## src/rtl/escr_pkg.sv

```systemverilog
// Package for the extended system-control register bank
package escr_pkg;

  // ==========================================================================
  // I/O port addresses
  localparam logic [15:0] ESCR_PORT_LOCK     = 16'h03c3;
  localparam logic [15:0] ESCR_PORT_INDEX    = 16'h03c4;
  localparam logic [15:0] ESCR_PORT_DATA     = 16'h03c5;
  localparam logic [15:0] ESCR_PORT_CRT_MONO = 16'h03b5;
  localparam logic [15:0] ESCR_PORT_CRT_COLR = 16'h03d5;

  // ==========================================================================
  // Unlock pattern on bits 7:5 of the lock byte
  localparam logic [2:0] ESCR_UNLOCK_PAT = 3'h2;
  localparam int         ESCR_UNLOCK_LSB = 5;

  // ==========================================================================
  // Register indices
  localparam logic [7:0] ESCR_IDX_ADDR0 = 8'h10;
  localparam logic [7:0] ESCR_IDX_ADDR1 = 8'h11;
  localparam logic [7:0] ESCR_IDX_ADDR2 = 8'h12;
  localparam logic [7:0] ESCR_IDX_ADDR3 = 8'h13;
  localparam logic [7:0] ESCR_IDX_MISC  = 8'h15;
  localparam logic [7:0] ESCR_IDX_GCMD1 = 8'h17;

  // ==========================================================================
  // Reset values
  localparam logic [7:0] ESCR_MISC_RST  = 8'h00;
  localparam logic [7:0] ESCR_GCMD1_RST = 8'h00;
  localparam logic [7:0] ESCR_ADDR_RST  = 8'h00;

  // ==========================================================================
  // Field positions
  localparam int ESCR_ADDR0_BOS_BIT   = 0;
  localparam int ESCR_MISC_BURST_BIT  = 7;
  localparam int ESCR_MISC_SWAB_BIT   = 5;
  localparam int ESCR_MISC_ENGAB_BIT  = 4;
  localparam int ESCR_MISC_SSLOCK_BIT = 3;
  localparam int ESCR_MISC_VAR_BIT    = 0;
  localparam logic [7:0] ESCR_MISC_WMASK = 8'hb9;
  localparam int ESCR_GCMD1_BURST_BIT = 5;

  // ==========================================================================
  // Host I/O request
  typedef struct packed {
    logic        wr;
    logic        rd;
    logic [15:0] addr;
    logic [7:0]  wdata;
  } escr_io_req_t;

  // Control outputs to the rest of the device
  typedef struct packed {
    logic [31:0] master_start_addr;
    logic        byte_order_select;
    logic        burst_read_enable;
    logic        burst_enable;
    logic        engine_abort_enable;
    logic        software_abort_enable;
    logic        subsys_id_lock;
    logic        variant_select;
  } escr_ctrl_t;

endpackage

```

## src/rtl/escr_port_decode.sv

```systemverilog
// Port decoder for the extended register I/O addresses
`timescale 1ns/1ps
`default_nettype none

module escr_port_decode (
  // Request
  input  wire logic [15:0] addr_in,
  input  wire logic        colour_mode_in,
  // Decode
  output logic             hit_lock_out,
  output logic             hit_index_out,
  output logic             hit_data_out
);
  import escr_pkg::*;

  // ==========================================================================
  // Decode
  always_comb begin
    hit_lock_out  = (addr_in == ESCR_PORT_LOCK);
    hit_index_out = (addr_in == ESCR_PORT_INDEX);
    hit_data_out  = (addr_in == ESCR_PORT_DATA) ||
                    (colour_mode_in ? (addr_in == ESCR_PORT_CRT_COLR)
                                    : (addr_in == ESCR_PORT_CRT_MONO));
  end

endmodule
`default_nettype wire

```

## src/rtl/escr_regs.sv

```systemverilog
// Extended system-control register bank on the host I/O ports
// What this block does
// - Decode lock port, data port and mono/colour CRT data port.
// - Index register selects extended register; data port reads/writes it.
// - All registers run on the bus system clock only.
// - Registers stay accessible while memory and video clocks stop.
// - Index 10h bits 7:1 hold master start address bits 7:1.
// - Index 10h bit 0 selects bi-endian byte order.
// - Index 11h holds master start address bits 15:8.
// - Index 12h holds master start address bits 23:16.
// - Index 13h holds master start address bits 31:24.
// - Start address registers reset to 00h.
// - Control register at index 15h resets to 00h.
// - Burst read only when control bit 7 and burst enable both set.
// - Control bit 4 enables drawing engine abort.
// - Control bit 5 enables software abort, only with bit 4 set.
// - Control bit 3 enables subsystem identifier lock.
// - Control bit 0 selects the device variant.
// - Command register bit 5 enables bus bursts globally.
`timescale 1ns/1ps
`default_nettype none

module escr_regs (
  // Clock and reset
  input  wire logic                 clk_in,
  input  wire logic                 rst_b_in,
  input  wire logic                 clk_en_in,
  // Host I/O
  input  wire escr_pkg::escr_io_req_t io_req_in,
  input  wire logic                 colour_mode_in,
  output logic [7:0]                io_rdata_out,
  output logic                      io_rvalid_out,
  // Controls
  output escr_pkg::escr_ctrl_t      ctrl_out,
  output logic                      unlocked_out
);
  import escr_pkg::*;

  // ==========================================================================
  // State
  typedef struct packed {
    logic        unlocked;
    logic [7:0]  index;
    logic [7:0]  addr0;
    logic [7:0]  addr1;
    logic [7:0]  addr2;
    logic [7:0]  addr3;
    logic [7:0]  misc;
    logic [7:0]  gcmd1;
    logic [7:0]  rdata;
    logic        rvalid;
    escr_ctrl_t  ctrl;
  } escr_state_t;

  escr_state_t state_r;
  escr_state_t state_nxt;
  logic        hit_lock;
  logic        hit_index;
  logic        hit_data;
  logic [7:0]  rd_val;

  // ==========================================================================
  // Port decode
  escr_port_decode u_dec (
    .addr_in        (io_req_in.addr),
    .colour_mode_in (colour_mode_in),
    .hit_lock_out   (hit_lock),
    .hit_index_out  (hit_index),
    .hit_data_out   (hit_data)
  );

  // ==========================================================================
  // Read mux
  always_comb begin
    rd_val = 8'h00;
    if (hit_lock) begin
      rd_val = {state_r.unlocked ? ESCR_UNLOCK_PAT : 3'h0, 5'h00};
    end else if (hit_index) begin
      rd_val = state_r.index;
    end else if (hit_data && state_r.unlocked) begin
      case (state_r.index)
        ESCR_IDX_ADDR0: rd_val = state_r.addr0;
        ESCR_IDX_ADDR1: rd_val = state_r.addr1;
        ESCR_IDX_ADDR2: rd_val = state_r.addr2;
        ESCR_IDX_ADDR3: rd_val = state_r.addr3;
        ESCR_IDX_MISC:  rd_val = state_r.misc & ESCR_MISC_WMASK;
        ESCR_IDX_GCMD1: rd_val = state_r.gcmd1;
        default:        rd_val = 8'h00;
      endcase
    end
  end

  // ==========================================================================
  // Next state
  always_comb begin
    state_nxt        = state_r;
    state_nxt.rvalid = 1'b0;
    if (io_req_in.rd) begin
      state_nxt.rdata  = rd_val;
      state_nxt.rvalid = 1'b1;
    end
    if (io_req_in.wr) begin
      if (hit_lock) begin
        state_nxt.unlocked = (io_req_in.wdata[7:ESCR_UNLOCK_LSB] == ESCR_UNLOCK_PAT);
      end else if (hit_index) begin
        state_nxt.index = io_req_in.wdata;
      end else if (hit_data && state_r.unlocked) begin
        case (state_r.index)
          ESCR_IDX_ADDR0: state_nxt.addr0 = io_req_in.wdata;
          ESCR_IDX_ADDR1: state_nxt.addr1 = io_req_in.wdata;
          ESCR_IDX_ADDR2: state_nxt.addr2 = io_req_in.wdata;
          ESCR_IDX_ADDR3: state_nxt.addr3 = io_req_in.wdata;
          ESCR_IDX_MISC:  state_nxt.misc  = io_req_in.wdata & ESCR_MISC_WMASK;
          ESCR_IDX_GCMD1: state_nxt.gcmd1 = io_req_in.wdata;
          default:        state_nxt.index = state_r.index;
        endcase
      end
    end
    // Control decode, registered
    state_nxt.ctrl.master_start_addr =
      {state_nxt.addr3, state_nxt.addr2, state_nxt.addr1,
       state_nxt.addr0[7:1], 1'b0};
    state_nxt.ctrl.byte_order_select = state_nxt.addr0[ESCR_ADDR0_BOS_BIT];
    state_nxt.ctrl.burst_enable = state_nxt.gcmd1[ESCR_GCMD1_BURST_BIT];
    state_nxt.ctrl.burst_read_enable = state_nxt.misc[ESCR_MISC_BURST_BIT] &
                                       state_nxt.gcmd1[ESCR_GCMD1_BURST_BIT];
    state_nxt.ctrl.engine_abort_enable = state_nxt.misc[ESCR_MISC_ENGAB_BIT];
    state_nxt.ctrl.software_abort_enable = state_nxt.misc[ESCR_MISC_SWAB_BIT] &
                                           state_nxt.misc[ESCR_MISC_ENGAB_BIT];
    state_nxt.ctrl.subsys_id_lock = state_nxt.misc[ESCR_MISC_SSLOCK_BIT];
    state_nxt.ctrl.variant_select = state_nxt.misc[ESCR_MISC_VAR_BIT];
  end

  // ==========================================================================
  // Registers on the bus clock, independent of memory and video clocks
  always_ff @(posedge clk_in or negedge rst_b_in) begin
    if (!rst_b_in) begin
      state_r       <= '0;
      state_r.addr0 <= ESCR_ADDR_RST;
      state_r.misc  <= ESCR_MISC_RST;
      state_r.gcmd1 <= ESCR_GCMD1_RST;
    end else if (clk_en_in) begin
      state_r <= state_nxt;
    end
  end

  // ==========================================================================
  // Outputs
  always_comb begin
    io_rdata_out  = state_r.rdata;
    io_rvalid_out = state_r.rvalid;
    ctrl_out      = state_r.ctrl;
    unlocked_out  = state_r.unlocked;
  end

endmodule
`default_nettype wire

```

## config.mk

```make
export PLATFORM = sky130hd
export DESIGN_NAME = escr_regs
export DESIGN_NICKNAME = d
export VERILOG_FILES = /design/src/rtl/escr_pkg.sv /design/src/rtl/escr_port_decode.sv /design/src/rtl/escr_regs.sv
export SDC_FILE = /design/constraint.sdc
export NUM_CORES = 1
export LEC_CHECK = 0
export ABC_CLOCK_PERIOD_IN_PS = 2700
export BUFFER_PORTS_ARGS = -buffer_cell sky130_fd_sc_hd__clkbuf_2
export CORE_ASPECT_RATIO = 1.4
export CORE_MARGIN = 8
export CORE_UTILIZATION = 45
export CTS_BUF_LIST = sky130_fd_sc_hd__clkbuf_2 sky130_fd_sc_hd__clkbuf_4 sky130_fd_sc_hd__clkbuf_8
export CTS_CLUSTER_SIZE = 10
export DETAILED_ROUTE_END_ITERATION = 10
export PLACE_DENSITY = 0.68
export SLEW_MARGIN = 20
export SYNTH_ARGS = -nofsm -noshare
export SYNTH_HDL_FRONTEND = slang
export SYNTH_SLANG_ARGS = --single-unit
```

## constraint.sdc

```tcl
create_clock -name clk_in -period 2.7 [get_ports clk_in]
set_input_delay 0 -clock clk_in [delete_from_list [all_inputs] [get_ports clk_in]]
set_output_delay 0 -clock clk_in [all_outputs]
set_load 0.1 [all_outputs]
```

==> insert_results.sql <==
INSERT INTO impl_metrics (metric_group, metric, value, unit) VALUES
('timing', 'final-max-slew-violation-count', '0', ''),
('worst_setup_path', 'arrival', '2570', 'ps'),
('logic_synthesis', 'synthesis.nets', '343', ''),
('finish', 'ratio_of_cells_with_drive_above_1_in_the_final_layout', '47.3', '%'),
('finish', 'layout.core_utilization', '50.9', '%'),
('power_and_ir_drop', 'p_comb_share', '8.5', '%'),
('worst_setup_path', 'start_kind', 'flop', ''),
('power_and_ir_drop', 'power.net_switching', '455', 'uW'),
('logic_synthesis', 'synth.yosys.seq_area_share', '45.4', '%'),
('power_and_ir_drop', 'design_power', '1.84', 'mW'),
('timing', 'number_of_endpoints_with_negative_hold_slack_in_the_final_report', '0', ''),
('clock_tree', 'post-cts-setup-buffer-count', '0', ''),
('finish', 'n_antenna_cell', '0', ''),
('finish', 'nNetsFinal', '384', ''),
('place', 'gp_routability_congestion', '0.825', ''),
('clock_tree', 'root_buffer', 'sky130_fd_sc_hd__clkbuf_8', ''),
('global_route', 'first_pass_grt_wire_length', '14200', 'um'),
('global_route', 'first_global_vias', '2640', ''),
('global_route', 'grt_remaining_overflow', '0', ''),
('timing', 'fin_crit_sh', '86.6', '%'),
('logic_synthesis', 'post_synth_num_cell_types', '46', ''),
('worst_setup_path', 'setup.worst_path.end_class', 'flop', ''),
('logic_synthesis', 'synth.area.top_cells', 'sky130_fd_sc_hd__dfrtp_1 (45%), sky130_fd_sc_hd__mux2_2 (19%), sky130_fd_sc_hd__buf_4 (9.8%)', ''),
('floorplan', 'core_area', '7750', 'um2'),
('power_and_ir_drop', 'pwr-share-clk', '37.8', '%'),
('worst_setup_path', 'critical_path.n_buffers_inverters', '0', ''),
('clock_tree', 'clock_tree_from_tritoncts', 'done', ''),
('power_and_ir_drop', 'power.ir.vdd_worst', '0.210', 'mV'),
('drt', 'remaining_drc_errors', '0', ''),
('logic_synthesis', 'synthesis.instances', '313', ''),
('finish', 'n_fill_cell', '725', ''),
('drt', 'totalWireLength', '8650', 'um'),
('drt', 'drt_pass1_iterations', '4', ''),
('power_and_ir_drop', 'sw_frac_of_total', '24.8', '%'),
('timing', 'hold_ws', '21.9', 'ps'),
('logic_synthesis', 'post_synth_edffs', '0', ''),
('power_and_ir_drop', 'p_int', '1.38', 'mW'),
('min_path', 'min_path_type', 'input pin to flop', ''),
('job', 'max_cap_viol_count', '0', ''),
('global_route', 'grt_util_all_layers', '16.4', '%'),
('clock_tree', 'cts_made_buffers', '9', ''),
('drt', 'wl_per_cell', '18.9', 'um'),
('worst_setup_path', 'cpLargestDelayFamily', 'simple AND/OR/NAND/NOR gates', ''),
('power_and_ir_drop', 'pwr-share-seq', '53.6', '%'),
('clock_tree', 'htree_levels', '3', ''),
('timing', 'finClkSkew', '4.30', 'ps'),
('logic_synthesis', 'syn-cell-area', '3580', 'um2'),
('floorplan', 'die_w', '91.4', 'um'),
('timing', 'accumulated_negative_setup_slack', '0', 'ps'),
('logic_synthesis', 'synthArstFlopShare', '100', '%'),
('status', 'status', 'finished clean', ''),
('place', 'placement.io_buffers', '77', ''),
('logic_synthesis', 'number_of_synthesized_register_bits', '65', ''),
('clock_tree', 'clock_sink_count', '65', ''),
('worst_setup_path', 'worstPathRequired', '2930', 'ps'),
('logic_synthesis', 'syn-mean-instance-area', '11.4', 'um2'),
('global_route', 'grt_max_degree', '33', ''),
('worst_setup_path', 'timing.reg2reg.setup_slack', '360', 'ps'),
('logic_synthesis', 'synth_area_leader_cell', 'sky130_fd_sc_hd__dfrtp_1', ''),
('floorplan', 'io-pin-count', '79', ''),
('timing', 'worst_pin_slew', '762', 'ps'),
('clock_tree', 'clock_insertion_delay_at_the_later_pin_of_the_skew_report', '340', 'ps'),
('floorplan', 'placement_rows', '38', ''),
('drt', 'average_vias_per_placed_instance', '5.45', ''),
('worst_setup_path', 'critPathKind', 'flop to flop', ''),
('drt', 'postRouteAntennaNets', '0', ''),
('drt', 'dr_total_vias', '2492', ''),
('floorplan', 'floorplan.initialDensity', '46.2', '%'),
('worst_setup_path', 'crit_path_top_delay_cell', 'sky130_fd_sc_hd__nor3b_2', ''),
('drt', 'number_of_design_rule_violations_left_by_the_first_detailed_router_iteration', '150', ''),
('timing', 'fmaxAchievable', '428', 'MHz');
==> per-stage QoR <==
| stage | setup slack, ps | cells | area [um2] |
|---|---|---|---|
| 2_1_floorplan | 388 | 313 | 3580 |
| 3_3_place_gp | 486 | 436 | 3720 |
| 3_5_place_dp | 392 | 436 | 3720 |
| 4_1_cts | 330 | 457 | 3950 |
| 5_1_grt | 177 | 457 | 3950 |
| 6_report | 362 | 457 | 3950 |
==> state kept, by name, indices dropped and copies added (netlist names) <==
register       count
state_r           50
unlocked_out       1
io_rvalid_out      1
ctrl_out           5
io_rdata_out       8
==> path summary, 6_finish.rpt <==
kind | endpoint | startpoint | depth (start not counted)
max | state_r[72]$_DFFE_PN0P_ | state_r[101]$_DFFE_PN0P_ | 4
min | state_r[96]$_DFFE_PN0P_ | io_req_in[0] | 3
max reg2reg | state_r[72]$_DFFE_PN0P_ | state_r[101]$_DFFE_PN0P_ | 4
min reg2reg | io_rdata_out[6]$_DFFE_PN0P_ | io_rdata_out[6]$_DFFE_PN0P_ | 2
max in group asynchronous | state_r[94]$_DFFE_PN0P_ | rst_b_in | 3
min in group asynchronous | state_r[92]$_DFFE_PN0P_ | rst_b_in | 3
==> worst min-delay path: stages <==
cell and delay [ps]:
sky130_fd_sc_hd__clkbuf_2 180, sky130_fd_sc_hd__nand2_1 70, sky130_fd_sc_hd__o21ai_0 80
==> per-layer routing <==
metal | part of all wire (%) | up-vias | global-route usage (%)
li1 | - | 1165 | -
met4 | 1.7 | 0 | 7.40
met2 | 54 | 65 | 29.2
met5 | 0 | - | 0
met1 | 38 | 1252 | 17.3
met3 | 5.5 | 10 | 5.36
==> power by group through the flow <==
stage / clock network (mW) / registers [mW] / logic, mW
after global routing: 0.759 / 0.986 / 0.170
after CTS: 0.721 / 0.986 / 0.159
final: 0.695 / 0.986 / 0.157
after floorplan: 0 / 1.01 / 0.0820
after detailed placement: 0 / 1.00 / 0.151
after global placement: 0 / 1.00 / 0.148
==> layout make-up <==
class | count | area share [%]
timing repair buffer | 91 | 12.9
clock inverter | 1 | 0.127
sequential | 65 | 41.2
multi-input combinational | 182 | 38.2
tap | 100 | 3.17
clock buffer | 13 | 3.90
inverter | 5 | 0.476
==> cell families after synthesis <==
family / after synthesis / synth area share [%]
buffers and inverters: 66 / 12.5
other: 1 / 0.105
AO/OA/AOI/OAI: 46 / 8.73
multiplexers: 64 / 20.6
AND/OR/NAND/NOR: 71 / 12.6
flip-flops: 65 / 45.4
==> timing repair <==
action | 4_1_cts | 5_1_grt
endpoints found under the setup margin | 0 | 0
hold buffers | 7 | 0
endpoints found under the hold margin | 86 | 0
resized for setup | 0 | 0
==> synth_stat cells, types with 5 or more instances <==
| cell | n |
|---|---|
| sky130_fd_sc_hd__nor2_1 | 9 |
| sky130_fd_sc_hd__a21oi_1 | 9 |
| sky130_fd_sc_hd__mux2_2 | 59 |
| sky130_fd_sc_hd__buf_4 | 47 |
| sky130_fd_sc_hd__o21ai_0 | 10 |
| sky130_fd_sc_hd__nand3_1 | 5 |
| sky130_fd_sc_hd__inv_1 | 5 |
| sky130_fd_sc_hd__dfrtp_1 | 65 |
| sky130_fd_sc_hd__a22oi_1 | 9 |
| sky130_fd_sc_hd__nand2_1 | 19 |
| sky130_fd_sc_hd__clkbuf_1 | 5 |
==> cells in the final DEF, fill, tap and decap left out, types with 4 or more instances in the layout <==
master                          synthesis  layout
sky130_fd_sc_hd__clkbuf_2               1      77
sky130_fd_sc_hd__dfrtp_1               65      65
sky130_fd_sc_hd__mux2_2                59      59
sky130_fd_sc_hd__nand2_1               19      19
sky130_fd_sc_hd__o21ai_0               10      10
sky130_fd_sc_hd__nor2_1                 9       9
sky130_fd_sc_hd__a21oi_1                9       9
sky130_fd_sc_hd__a22oi_1                9       9
sky130_fd_sc_hd__clkbuf_8               0       9
sky130_fd_sc_hd__dlygate4sd3_1          0       7
sky130_fd_sc_hd__buf_4                 47       7
sky130_fd_sc_hd__inv_1                  5       5
sky130_fd_sc_hd__nand3_1                5       5
sky130_fd_sc_hd__nand4_1                4       4
sky130_fd_sc_hd__a32oi_1                4       4
sky130_fd_sc_hd__clkbuf_4               1       4
Note: power is estimated with default switching activity, not from simulation.
